$ cat src/rtl/dcc_pkg.sv
// dcc_pkg: register map, field positions, reset values and mode codes
// for the dual comparator control block.
// assumes an 8-bit register port with byte offsets as printed.
package dcc_pkg;

   // ************************************************************
   // register offsets
   // ************************************************************
   localparam logic [7:0] DCC_PORT_A_DATA_ADDR      = 8'h05;
   localparam logic [7:0] DCC_INTERRUPT_CONTROL_ADDR = 8'h0b;
   localparam logic [7:0] DCC_PERIPH_FLAGS_TWO_ADDR = 8'h0d;
   localparam logic [7:0] DCC_PORT_A_DIRECTION_ADDR = 8'h85;
   localparam logic [7:0] DCC_PERIPH_ENABLES_TWO_ADDR = 8'h8d;
   localparam logic [7:0] DCC_COMPARATOR_CONTROL_ADDR = 8'h9c;
   localparam logic [7:0] DCC_REFERENCE_CONTROL_ADDR = 8'h9d;

   // ************************************************************
   // field positions
   // ************************************************************
   localparam int DCC_SECOND_RESULT_BIT = 7;
   localparam int DCC_FIRST_RESULT_BIT  = 6;
   localparam int DCC_SECOND_INVERT_BIT = 5;
   localparam int DCC_FIRST_INVERT_BIT  = 4;
   localparam int DCC_INPUT_SWITCH_BIT  = 3;
   localparam int DCC_CHANGE_FLAG_BIT   = 6;   // flag/enable registers
   localparam int DCC_GLOBAL_IRQ_BIT    = 7;
   localparam int DCC_PERIPH_IRQ_BIT    = 6;
   localparam int DCC_FIRST_PIN_BIT     = 4;
   localparam int DCC_SECOND_PIN_BIT    = 5;

   // ************************************************************
   // reset values and writable masks
   // ************************************************************
   localparam logic [7:0] DCC_COMPARATOR_CONTROL_RST = 8'h07;
   localparam logic [7:0] DCC_REFERENCE_CONTROL_RST  = 8'h00;
   localparam logic [7:0] DCC_REFERENCE_CONTROL_MASK = 8'hef;
   localparam logic [7:0] DCC_FLAGS_ENABLES_RST      = 8'h00;
   localparam logic [7:0] DCC_FLAGS_ENABLES_MASK     = 8'he3;
   localparam logic [7:0] DCC_PORT_A_DIRECTION_RST   = 8'hff;
   localparam logic [7:0] DCC_INTERRUPT_CONTROL_RST  = 8'h00;
   localparam logic [7:0] DCC_PORT_A_DATA_RST        = 8'h00;

   // ************************************************************
   // comparator modes
   // ************************************************************
   typedef enum logic [2:0] {
      DCC_MODE_0      = 3'h0,
      DCC_MODE_1      = 3'h1,
      DCC_MODE_2      = 3'h2,
      DCC_MODE_3      = 3'h3,
      DCC_MODE_4      = 3'h4,
      DCC_MODE_PINOUT = 3'h5,
      DCC_MODE_INTREF = 3'h6,
      DCC_MODE_OFF    = 3'h7
   } dcc_mode_t;

   // analog input mask (pins 0..3) per mode; 1 = analog
   function automatic logic [7:0] dcc_analog_mask(input logic [2:0] mode);
      case (mode)
         3'h7:    dcc_analog_mask = 8'h00;
         3'h6:    dcc_analog_mask = 8'h0f;
         3'h5:    dcc_analog_mask = 8'h0f;
         3'h4:    dcc_analog_mask = 8'h0f;
         3'h3:    dcc_analog_mask = 8'h0f;
         3'h2:    dcc_analog_mask = 8'h0f;
         3'h1:    dcc_analog_mask = 8'h07;
         default: dcc_analog_mask = 8'h0f;
      endcase
   endfunction

endpackage

$ cat src/rtl/dcc_top.sv
// dcc_top: control and status logic for two analog comparators.
// assumes raw comparator outputs arrive asynchronously from analog cells,
// and that the cpu core drives the register port and the sleep input.
//
// How it works
// - mode 110 routes internal reference to both non-inverting inputs.
// - result bits 7:6 of comparator control read only, writes ignored.
// - pin output mode drives pins straight from comparator, unsynchronised.
// - direction bits still gate the pin drivers in pin output mode.
// - invert bits 5:4 flip each comparator's reported polarity.
// - port data reads return 0 on pins configured analog.
// - flag sets whenever either comparator output changes.
// - software writing 0 clears flag, writing 1 sets it.
// - interrupt needs own, peripheral and global enables; flag sets anyway.
// - change coinciding with control register read may miss the flag.
// - mismatch keeps setting flag until control register read or written.
// - comparators keep working in sleep; enabled interrupt wakes device.
// - wake from sleep leaves comparator control unchanged.
// - every reset loads comparator control with 0x07, mode off.
// - reference control resets to zero, bit 4 reads zero.
// - in mode 110 input switch picks pins 3/2 or pins 0/1.
// - result is 1 when plus exceeds minus, flipped by invert.
//
// Local design decision: the plain strobed port.
`timescale 1ns/1ps
`default_nettype none

module dcc_top
   import dcc_pkg::*;
(
   input  wire logic       clk_in,
   input  wire logic       rst_in,
   // register port
   input  wire logic [7:0] addr_in,
   input  wire logic [7:0] wdata_in,
   input  wire logic       wr_in,
   input  wire logic       rd_in,
   output logic      [7:0] rdata_out,
   // analog side
   input  wire logic       first_raw_in,
   input  wire logic       second_raw_in,
   output logic            first_enable_out,
   output logic            second_enable_out,
   output logic            ref_to_plus_out,
   output logic            minus_sel_high_out,
   output logic      [7:0] reference_control_out,
   // port pins
   input  wire logic [7:0] pin_level_in,
   output logic      [7:0] pin_drive_out,
   output logic      [7:0] pin_oe_out,
   // core side
   input  wire logic       sleep_in,
   output logic            irq_out,
   output logic            wake_out
);

   // ************************************************************
   // registers
   // ************************************************************
   logic [5:0] cmp_ctrl_q;       // invert bits, input switch, mode
   logic [7:0] ref_ctrl_q;
   logic [7:0] flags_q;
   logic [7:0] enables_q;
   logic [7:0] intctl_q;
   logic [7:0] dir_q;
   logic [7:0] port_latch_q;
   logic [1:0] latched_q;        // result seen by last control access
   logic [2:0] s1_q;
   logic [2:0] s2_q;
   logic [7:0] pin_s1_q;
   logic [7:0] pin_s2_q;
   logic [7:0] pin_s3_q;
   logic [7:0] rdata_q;

   logic [2:0] mode;
   logic [1:0] live_raw;
   logic [1:0] live;
   logic       cmp_off;
   logic       pin_mode;
   logic       ctrl_access;
   logic       mismatch;
   logic       flag_set;
   logic [7:0] pin_value;

   assign mode        = cmp_ctrl_q[2:0];
   assign cmp_off     = (mode == DCC_MODE_OFF);
   assign pin_mode    = (mode == DCC_MODE_PINOUT);
   assign ctrl_access = (wr_in || rd_in) && (addr_in == DCC_COMPARATOR_CONTROL_ADDR);

   // ************************************************************
   // analog steering
   // ************************************************************
   // analog cells stay enabled during sleep; mode off powers both down, mode 000 powers down the second
   assign first_enable_out      = !cmp_off;
   assign second_enable_out     = !cmp_off && (mode != DCC_MODE_0);
   assign ref_to_plus_out       = (mode == DCC_MODE_INTREF);
   assign minus_sel_high_out    = ref_to_plus_out && cmp_ctrl_q[DCC_INPUT_SWITCH_BIT];
   assign reference_control_out = ref_ctrl_q;

   // ************************************************************
   // result synchronisers
   // ************************************************************
   // three stages; a change is taken once stages two and three agree
   always_ff @(posedge clk_in) begin
      if (rst_in) begin
         s1_q <= 3'h0;
         s2_q <= 3'h0;
      end else begin
         s1_q <= {s1_q[1:0], first_raw_in};
         s2_q <= {s2_q[1:0], second_raw_in};
      end
   end

   // raw is high when plus exceeds minus; invert flips sense
   assign live_raw = {(s2_q[1] == s2_q[2]) ? s2_q[2] : latched_q[1] ^ cmp_ctrl_q[DCC_SECOND_INVERT_BIT],
                      (s1_q[1] == s1_q[2]) ? s1_q[2] : latched_q[0] ^ cmp_ctrl_q[DCC_FIRST_INVERT_BIT]};
   // off mode reads zero on both results
   assign live = cmp_off ? 2'h0 :
                 live_raw ^ {cmp_ctrl_q[DCC_SECOND_INVERT_BIT], cmp_ctrl_q[DCC_FIRST_INVERT_BIT]};

   // ************************************************************
   // mismatch latch and change flag
   // ************************************************************
   // any control access refreshes the latch and so ends the mismatch
   always_ff @(posedge clk_in) begin
      if (rst_in) begin
         latched_q <= 2'h0;
      end else if (ctrl_access) begin
         latched_q <= live;
      end
   end

   // during the access cycle itself the compare is suppressed, so a change
   // landing exactly there may be absorbed into the latch without a flag
   assign mismatch = (live != latched_q) && !ctrl_access;
   assign flag_set = mismatch;

   // flag sets regardless of enables; hardware set beats software clear
   always_ff @(posedge clk_in) begin
      if (rst_in) begin
         flags_q <= DCC_FLAGS_ENABLES_RST;
      end else begin
         if (wr_in && addr_in == DCC_PERIPH_FLAGS_TWO_ADDR) begin
            flags_q <= wdata_in & DCC_FLAGS_ENABLES_MASK;
         end
         if (flag_set) begin
            flags_q[DCC_CHANGE_FLAG_BIT] <= 1'b1;
         end
      end
   end

   // ************************************************************
   // software registers
   // ************************************************************
   // sleep is not a reset, so nothing here reacts to it
   always_ff @(posedge clk_in) begin
      if (rst_in) begin
         cmp_ctrl_q <= DCC_COMPARATOR_CONTROL_RST[5:0];
      end else if (wr_in && addr_in == DCC_COMPARATOR_CONTROL_ADDR) begin
         cmp_ctrl_q <= wdata_in[5:0];
      end
   end

   always_ff @(posedge clk_in) begin
      if (rst_in) begin
         ref_ctrl_q <= DCC_REFERENCE_CONTROL_RST;
      end else if (wr_in && addr_in == DCC_REFERENCE_CONTROL_ADDR) begin
         ref_ctrl_q <= wdata_in & DCC_REFERENCE_CONTROL_MASK;
      end
   end

   always_ff @(posedge clk_in) begin
      if (rst_in) begin
         enables_q <= DCC_FLAGS_ENABLES_RST;
      end else if (wr_in && addr_in == DCC_PERIPH_ENABLES_TWO_ADDR) begin
         enables_q <= wdata_in & DCC_FLAGS_ENABLES_MASK;
      end
   end

   always_ff @(posedge clk_in) begin
      if (rst_in) begin
         intctl_q <= DCC_INTERRUPT_CONTROL_RST;
      end else if (wr_in && addr_in == DCC_INTERRUPT_CONTROL_ADDR) begin
         intctl_q <= wdata_in;
      end
   end

   always_ff @(posedge clk_in) begin
      if (rst_in) begin
         dir_q <= DCC_PORT_A_DIRECTION_RST;
      end else if (wr_in && addr_in == DCC_PORT_A_DIRECTION_ADDR) begin
         dir_q <= wdata_in;
      end
   end

   always_ff @(posedge clk_in) begin
      if (rst_in) begin
         port_latch_q <= DCC_PORT_A_DATA_RST;
      end else if (wr_in && addr_in == DCC_PORT_A_DATA_ADDR) begin
         port_latch_q <= wdata_in;
      end
   end

   // ************************************************************
   // port pins
   // ************************************************************
   // pin outputs bypass the synchroniser on purpose: lowest latency,
   // at the cost of glitches while the comparator settles
   always_comb begin
      pin_drive_out = port_latch_q;
      if (pin_mode) begin
         pin_drive_out[DCC_FIRST_PIN_BIT]  = first_raw_in ^ cmp_ctrl_q[DCC_FIRST_INVERT_BIT];
         pin_drive_out[DCC_SECOND_PIN_BIT] = second_raw_in ^ cmp_ctrl_q[DCC_SECOND_INVERT_BIT];
      end
   end
   assign pin_oe_out = ~dir_q;

   always_ff @(posedge clk_in) begin
      if (rst_in) begin
         pin_s1_q <= 8'h00;
         pin_s2_q <= 8'h00;
         pin_s3_q <= 8'h00;
      end else begin
         pin_s1_q <= pin_level_in;
         pin_s2_q <= pin_s1_q;
         pin_s3_q <= pin_s2_q;
      end
   end

   // a bit changes once stages two and three agree, otherwise old value holds
   logic [7:0] pin_held_q;
   always_ff @(posedge clk_in) begin
      if (rst_in) begin
         pin_held_q <= 8'h00;
      end else begin
         pin_held_q <= pin_value;
      end
   end
   assign pin_value = (pin_s2_q & pin_s3_q) | (pin_held_q & (pin_s2_q ^ pin_s3_q));

   // ************************************************************
   // interrupt and wake
   // ************************************************************
   assign wake_out = sleep_in && flags_q[DCC_CHANGE_FLAG_BIT] && enables_q[DCC_CHANGE_FLAG_BIT];
   assign irq_out  = flags_q[DCC_CHANGE_FLAG_BIT] && enables_q[DCC_CHANGE_FLAG_BIT]
                     && intctl_q[DCC_PERIPH_IRQ_BIT] && intctl_q[DCC_GLOBAL_IRQ_BIT];

   // ************************************************************
   // read data, one cycle after the strobe
   // ************************************************************
   always_ff @(posedge clk_in) begin
      if (rst_in) begin
         rdata_q <= 8'h00;
      end else if (rd_in) begin
         case (addr_in)
            DCC_COMPARATOR_CONTROL_ADDR: rdata_q <= {live, cmp_ctrl_q};
            DCC_REFERENCE_CONTROL_ADDR:  rdata_q <= ref_ctrl_q;
            DCC_PERIPH_FLAGS_TWO_ADDR:   rdata_q <= flags_q;
            DCC_PERIPH_ENABLES_TWO_ADDR: rdata_q <= enables_q;
            DCC_INTERRUPT_CONTROL_ADDR:  rdata_q <= intctl_q;
            DCC_PORT_A_DIRECTION_ADDR:   rdata_q <= dir_q;
            DCC_PORT_A_DATA_ADDR:        rdata_q <= pin_value & ~dcc_analog_mask(mode);
            default:                     rdata_q <= 8'h00;
         endcase
      end else begin
         rdata_q <= 8'h00;
      end
   end
   assign rdata_out = rdata_q;

endmodule

`default_nettype wire
$ cat config.mk
export PLATFORM = sky130hd
export DESIGN_NAME = dcc_top
export DESIGN_NICKNAME = d
export VERILOG_FILES = /design/src/rtl/dcc_pkg.sv /design/src/rtl/dcc_top.sv
export SDC_FILE = /design/constraint.sdc
export NUM_CORES = 1
export LEC_CHECK = 0
export BUFFER_PORTS_ARGS = -buffer_cell sky130_fd_sc_hd__buf_2
export CORE_ASPECT_RATIO = 0.5
export CORE_MARGIN = 2
export CORE_UTILIZATION = 50
export CTS_CLUSTER_DIAMETER = 120
export DETAILED_ROUTE_END_ITERATION = 12
export GPL_TIMING_DRIVEN = 0
export PLACE_DENSITY_LB_ADDON = 0.12
export RECOVER_POWER = 50
export REMOVE_ABC_BUFFERS = 1
export SYNTH_ARGS = -nofsm -noshare
export SYNTH_HDL_FRONTEND = slang
export SYNTH_SLANG_ARGS = --single-unit
export TNS_END_PERCENT = 20
$ cat constraint.sdc
create_clock -name clk_in -period 3.63 [get_ports clk_in]
set_input_delay 0.726 -clock clk_in [delete_from_list [all_inputs] [get_ports clk_in]]
set_output_delay 0.726 -clock clk_in [all_outputs]
set_load 0.02 [all_outputs]
==> results of run 1 <==
[per-layer routing]
layer,part of all wire,up-vias,GRT usage
met2,0.42,84,0.3279
met1,0.51,1510,0.3139
met4,0.011,0,0.06522
met3,0.057,10,0.06231
li1,-,1583,-
met5,0,-,0
[per-stage QoR]
| step | area (um2) | setup slack (ns) | power, mW | hold slack, ns | util |
|---|---|---|---|---|---|
| 2_1_floorplan | 3895 | 1.385 | 1.122 | 0.4138 | - |
| 3_3_place_gp | 4370 | 0.6850 | 1.186 | 0.4163 | 0.5503 |
| 3_5_place_dp | 4373 | 0.7058 | 1.187 | 0.4272 | 0.5506 |
| 4_1_cts | 4673 | 1.057 | 2.130 | 0.4424 | 0.5884 |
| 5_1_grt | 4636 | 0.8348 | 2.179 | 0.4623 | 0.5836 |
| 6_report | 4636 | 0.9567 | 2.110 | 0.4353 | 0.5836 |
[layout make-up]
cell class / count / area, um2
flip-flops and latches: 95 / 1902
inverters: 12 / 45.04
clock buffers: 11 / 242.7
multi-input cells: 290 / 1948
clock inverters: 5 / 57.56
well taps: 112 / 140.1
repair buffers: 67 / 300.3
fillers: 756 / 3307
[cells in the mapped netlist (all sizes together) (6+ instances only)]
cell	instances	area [um2]
a22oi	7	52.55
ha	8	100.1
a21oi	28	143.9
nor2	51	191.4
dfxtp	95	1902
inv	12	45.04
nor2b	34	212.7
buf	17	115.1
a311o	6	60.06
mux2i	37	370.4
nand3	14	70.07
nand3b	7	52.55
nand2	24	90.09
nor3	7	35.03
clkbuf	14	52.55
[worst paths after layout]
path / from / end / slack, ns / cells after the start
min reg2reg: pin_s1_q[6] / pin_s2_q[6] / 0.44 / 1
min: pin_s1_q[6] / pin_s2_q[6] / 0.44 / 1
max: addr_in[3] / rdata_out[3] / 0.96 / 5
max reg2reg: pin_s2_q[3] / rdata_out[3] / 1.70 / 6
[cell families after synthesis]
kind of cell | after synthesis | synth area share
AO/OA/AOI/OAI | 73 | 0.1263
XOR/XNOR | 4 | 0.008625
adder cells (fa/ha/maj) | 9 | 0.02710
buffers and inverters | 43 | 0.05236
flip-flops | 95 | 0.4681
multiplexers | 40 | 0.09948
other | 1 | 0.0009230
AND/OR/NAND/NOR | 163 | 0.2171
[worst max-delay path: cells and delay by family]
family | cells | cell delay (ns)
and+or+nand+nor | 3 | 1.70
AOI/OAI and AO/OA | 1 | 0.31
buffers and inverters | 1 | 0.18
[registers in the layout, summed over array words and instances (netlist names)]
register and cells:
cmp_ctrl_q 6, dir_q 8, enables_q 5, flags_q 5, intctl_q 8, latched_q 2, pin_held_q 8, pin_s1_q 8
pin_s2_q 8, pin_s3_q 8, port_latch_q 8, rdata_out 8, reference_control_out 7, s1_q 3, s2_q 3
[where the power goes]
group          internal (mW)  switching (mW)
sequential              1.06         0.00632
clock                  0.551           0.394
combinational         0.0364          0.0650
==> results by group, run 1 <==
Run status
  – Status: finished, violations left
  – Failing checks: max-capacitance violations, max-slew violations

Routing
  – DRC: 0
  – Initial drt markers: approximately 290
  – DRT Wirelength: 9.377 mm
  – DR vias/cell: 5.383
  – Initial DRT Pass Iterations: 5
  – WL per Instance: 15.84 um
  – Post-DRT Antenna Nets: 0
  – Total number of vias: ~3,200

Die
  – Die H: between 60 and 70 um
  – Starting density of the core: 0.5115
  – Die W: approximately 130 um
  – Rows: 23
  – Io pins: between 60 and 70
  – Core area: between 7000 and 8000 um2
  – Die ar.: between 8000 and 9000 um2

Clock network
  – Reg clk slew, reported paths: about 0.060 ns
  – CTS tree: done
  – Post-cts sizing count: 0
  – Total CTS buffers: 9
  – Deepest clock path buffer count: 2
  – Htree depth: 3
  – CTS sink count: 95
  – CTS Hold Bufs: 0
  – Clock root buffer: clkbuf_16
  – Setup bufs post-CTS: 0
  – Later-pin clock latency in the skew report: approximately 0.35 ns

GRT
  – GRT overflow: 0
  – Largest net degree at the start of global routing: approximately 90
  – First-pass GRT wire length: ~15 mm
  – Initial antenna violation count: 0
  – Vias in the first global route: around 2,800
  – Overall Global Routing Usage: 0.2210

Pwr
  – Power per standard cell area: between 400 and 500 nW/um2
  – P_leak: 2.103 nW
  – Peak supply drop: roughly 0.00024 V

Logic synthesis
  – Cell variety after synth: 54
  – Post-Synthesis Cells: approximately 430
  – Syn Area/Cell: between 9 and 10 um2
  – Yosys reg bits: 95
  – FFs w/ async S/R, synth: 0
  – Top FF cell, synth: dfxtp_1
  – Synth warn: 0
  – Post-synth EDFFs: 0
  – Synth Cell Area: approximately 4100 um2
  – Seq/Total Area, Yosys: 0.4681

Worst setup path
  – Worst EP arrival: 2.92 ns
  – Critical Path Sink Type: flop
  – CP Launch Type: primary input
  – Crit-path slowest cell: nor4_4
  – Critical Path, Cell by Cell: buf_2 -> nand4bb_1 -> nor4_4 -> a221oi_1 -> nor3b_1
  – Worst path max stage delay: ~0.88 ns
  – CP Max Fanout: 17
  – CP Data Required Time: 3.88 ns
  – Crit Path Class: primary input to flop

Placement
  – Port Buf Inserts: 67
  – Routability cong.: 0.8808
  – Placed Cells: about 580
  – Dpl hpwl: 6.222 mm

Timing
  – Max-slew violations: 91
  – Final Cycle Share: 0.7365
  – Relative slew margins: -0.2114
  – Min Tclk post-route: 2.673 ns
  – Final setup fails: 0
  – Clock skew: 0.004245 ns
  – Worst-Margin Slew: between 1.5 and 2 ns
  – Final Hold Fails: 0
  – Achievable frequency: roughly 370 MHz
  – Setup TNS: 0 ns
  – RSZ-0062 raised after global routing: false

Final layout
  – # diodes: 0
  – Cell Count, Final, Fillers Out: approximately 600
  – Layout Nets: between 500 and 600
  – Commonest non-fill, non-tap cells in the layout: dfxtp_1 (95), nor2_1 (51), buf_2 (38)
  – Commonest non-fill, non-tap cell in the layout: dfxtp_1
  – Layout area overhead: 14.11%
  – Layout cells sized above 1: 0.1333

Worst hold path
  – Worst min path class: flop to flop

Run
  – Max-Cap Viols: 1
No activity file was read; power rests on OpenSTA's default activity.
==> run 2: changes to the inputs <==
==> constraint.sdc (replaced) <==
create_clock -name clk_in -period 2.4 [get_ports clk_in]
set_input_delay 0.48 -clock clk_in [delete_from_list [all_inputs] [get_ports clk_in]]
set_output_delay 0.48 -clock clk_in [all_outputs]
set_load 0.02 [all_outputs]
==> results by group, run 2 (synthesis gave the netlist of run 1 again) <==
GRT
  – Overall Global Routing Usage: 0.2210
  – Vias in the first global route: 2,790
  – Initial antenna violation count: 0
  – GRT overflow: 0
  – First-pass GRT wire length: 14.88 mm
  – Largest net degree at the start of global routing: 91

Die
  – Io pins: ~70
  – Die W: 131.5 um
  – Rows: 23
  – Core area: a little under 8000 um2
  – Die ar.: slightly below 9000 um2
  – Die H: 67.74 um
  – Starting density of the core: 0.5115

Timing
  – Final Hold Fails: 0
  – RSZ-0062 raised after global routing: false
  – WHS: roughly 0.33 ns
  – Relative slew margins: 0.3887
  – Clock skew: between 0.003 and 0.004 ns
  – Final Cycle Share: 0.9085
  – Max-slew violations: 0
  – Post-route setup slack: ~0.22 ns
  – Achievable frequency: roughly 460 MHz
  – Min Tclk post-route: between 2 and 2.5 ns
  – Worst-Margin Slew: 0.9169 ns
  – Final setup fails: 0

Clock network
  – CTS Hold Bufs: 0
  – Total CTS buffers: 9
  – Htree depth: 3
  – Deepest clock path buffer count: 2
  – Later-pin clock latency in the skew report: 0.35 ns
  – Clock root buffer: clkbuf_16
  – CTS tree: done
  – CTS sink count: 95
  – Reg clk slew, reported paths: 0.06 ns

Routing
  – WL per Instance: 15.78 um
  – DRT Wirelength: 9.373 mm
  – Post-DRT Antenna Nets: 0
  – Initial drt markers: about 270
  – Initial DRT Pass Iterations: 4
  – DRC: 0
  – Total number of vias: 3,182
  – DR vias/cell: ~5.4

Placement
  – Dpl hpwl: slightly above 6 mm
  – DP Area: about 4400 um2
  – Placement Setup Slack: -0.2782 ns
  – Port Buf Inserts: 67
  – Placed Cells: approximately 580
  – Routability cong.: around 0.9

Pwr
  – Clock network fraction of total power: 0.448
  – P_leak: 2.115 nW
  – Internal Pwr Total: about 2.5 mW
  – Sw Ratio: 0.2212
  – Peak supply drop: 0.0003563 V
  – Flop pwr share: 0.503
  – Psw: 706.3 uW
  – Power per standard cell area: 686.2 nW/um2
  – Comb power frac: 0.048

Worst setup path
  – Critical Path Sink Type: flop
  – Reg2reg setup slack: between 0.5 and 0.6 ns
  – Crit Path Class: primary input to flop
  – CP Max Fanout: 13
  – R2R cell count: 6
  – CP Data Required Time: 2.60 ns
  – CP Launch Type: primary input
  – Worst EP arrival: 2.38 ns

Final layout
  – Commonest non-fill, non-tap cells in the layout: dfxtp_1 (95), nor2_1 (51), buf_2 (38)
  – Cell Count, Final, Fillers Out: about 590
  – Filler cells: roughly 750
  – Layout Nets: slightly above 500
  – Final Core Density: 0.5859
  – Commonest non-fill, non-tap cell in the layout: dfxtp_1
  – Layout cells sized above 1: 0.1369
  – Layout area overhead: 14.54%
  – Finished Cell Area: between 4000 and 5000 um2
  – # diodes: 0

Worst hold path
  – Hold path cells: 2
  – Worst min path class: primary input to flop

Run
  – Max-Cap Viols: 0

Run status
  – Status: completed
-- run 2: stage by stage --
step	total power, mW	setup TNS (ns)
floorplan	1.698	0
global placement	1.794	-3.661
detailed placement	1.795	-3.075
CTS	3.221	0
global route	3.295	0
finish	3.193	0
-- run 2: area by class of cell --
cell class                 count  area (um2)  area share
clock buffer                  11       242.7     0.05216
clock inverter                 5       57.56     0.01237
inverter                      12       45.04    0.009680
multi-input combinational    290        1948      0.4187
sequential                    95        1902      0.4087
tap                          112       140.1     0.03012
timing repair buffer          69       317.8     0.06830
-- run 2: power by group through the flow --
stage,combinational [mW],clock (mW),sequential [mW]
after floorplan,0.0570,0,1.64
after global placement,0.151,0,1.64
after detailed placement,0.152,0,1.64
after CTS,0.153,1.46,1.61
after global routing,0.169,1.52,1.61
final,0.154,1.43,1.61
-- run 2: timing repair --
item                       in CTS  in global routing
gates resized for setup         0                  0
setup endpoints to repair       0                 10
buffers inserted                0                  2
-- run 2: worst paths after layout --
| check | startpoint | endpoint |
|---|---|---|
| setup reg to reg | pin_s2_q[3] | rdata_out[3] |
| setup / recovery | addr_in[3] | port_latch_q[5] |
| hold reg to reg | pin_s1_q[6] | pin_s2_q[6] |
| hold / removal | pin_level_in[4] | pin_s1_q[4] |
-- run 2: routing by layer --
layer  share of wire  track usage
met4           0.011      0.06522
met2            0.42       0.3279
met5               0            0
met3           0.056      0.06231
met1            0.52       0.3139
-- run 2: worst max-delay path: stages --
cell and delay (ns):
buf_2 0.18, nand4bb_1 0.59, inv_1 0.16, nand3_1 0.54
mux2i_1 0.36, nor2_1 0.07
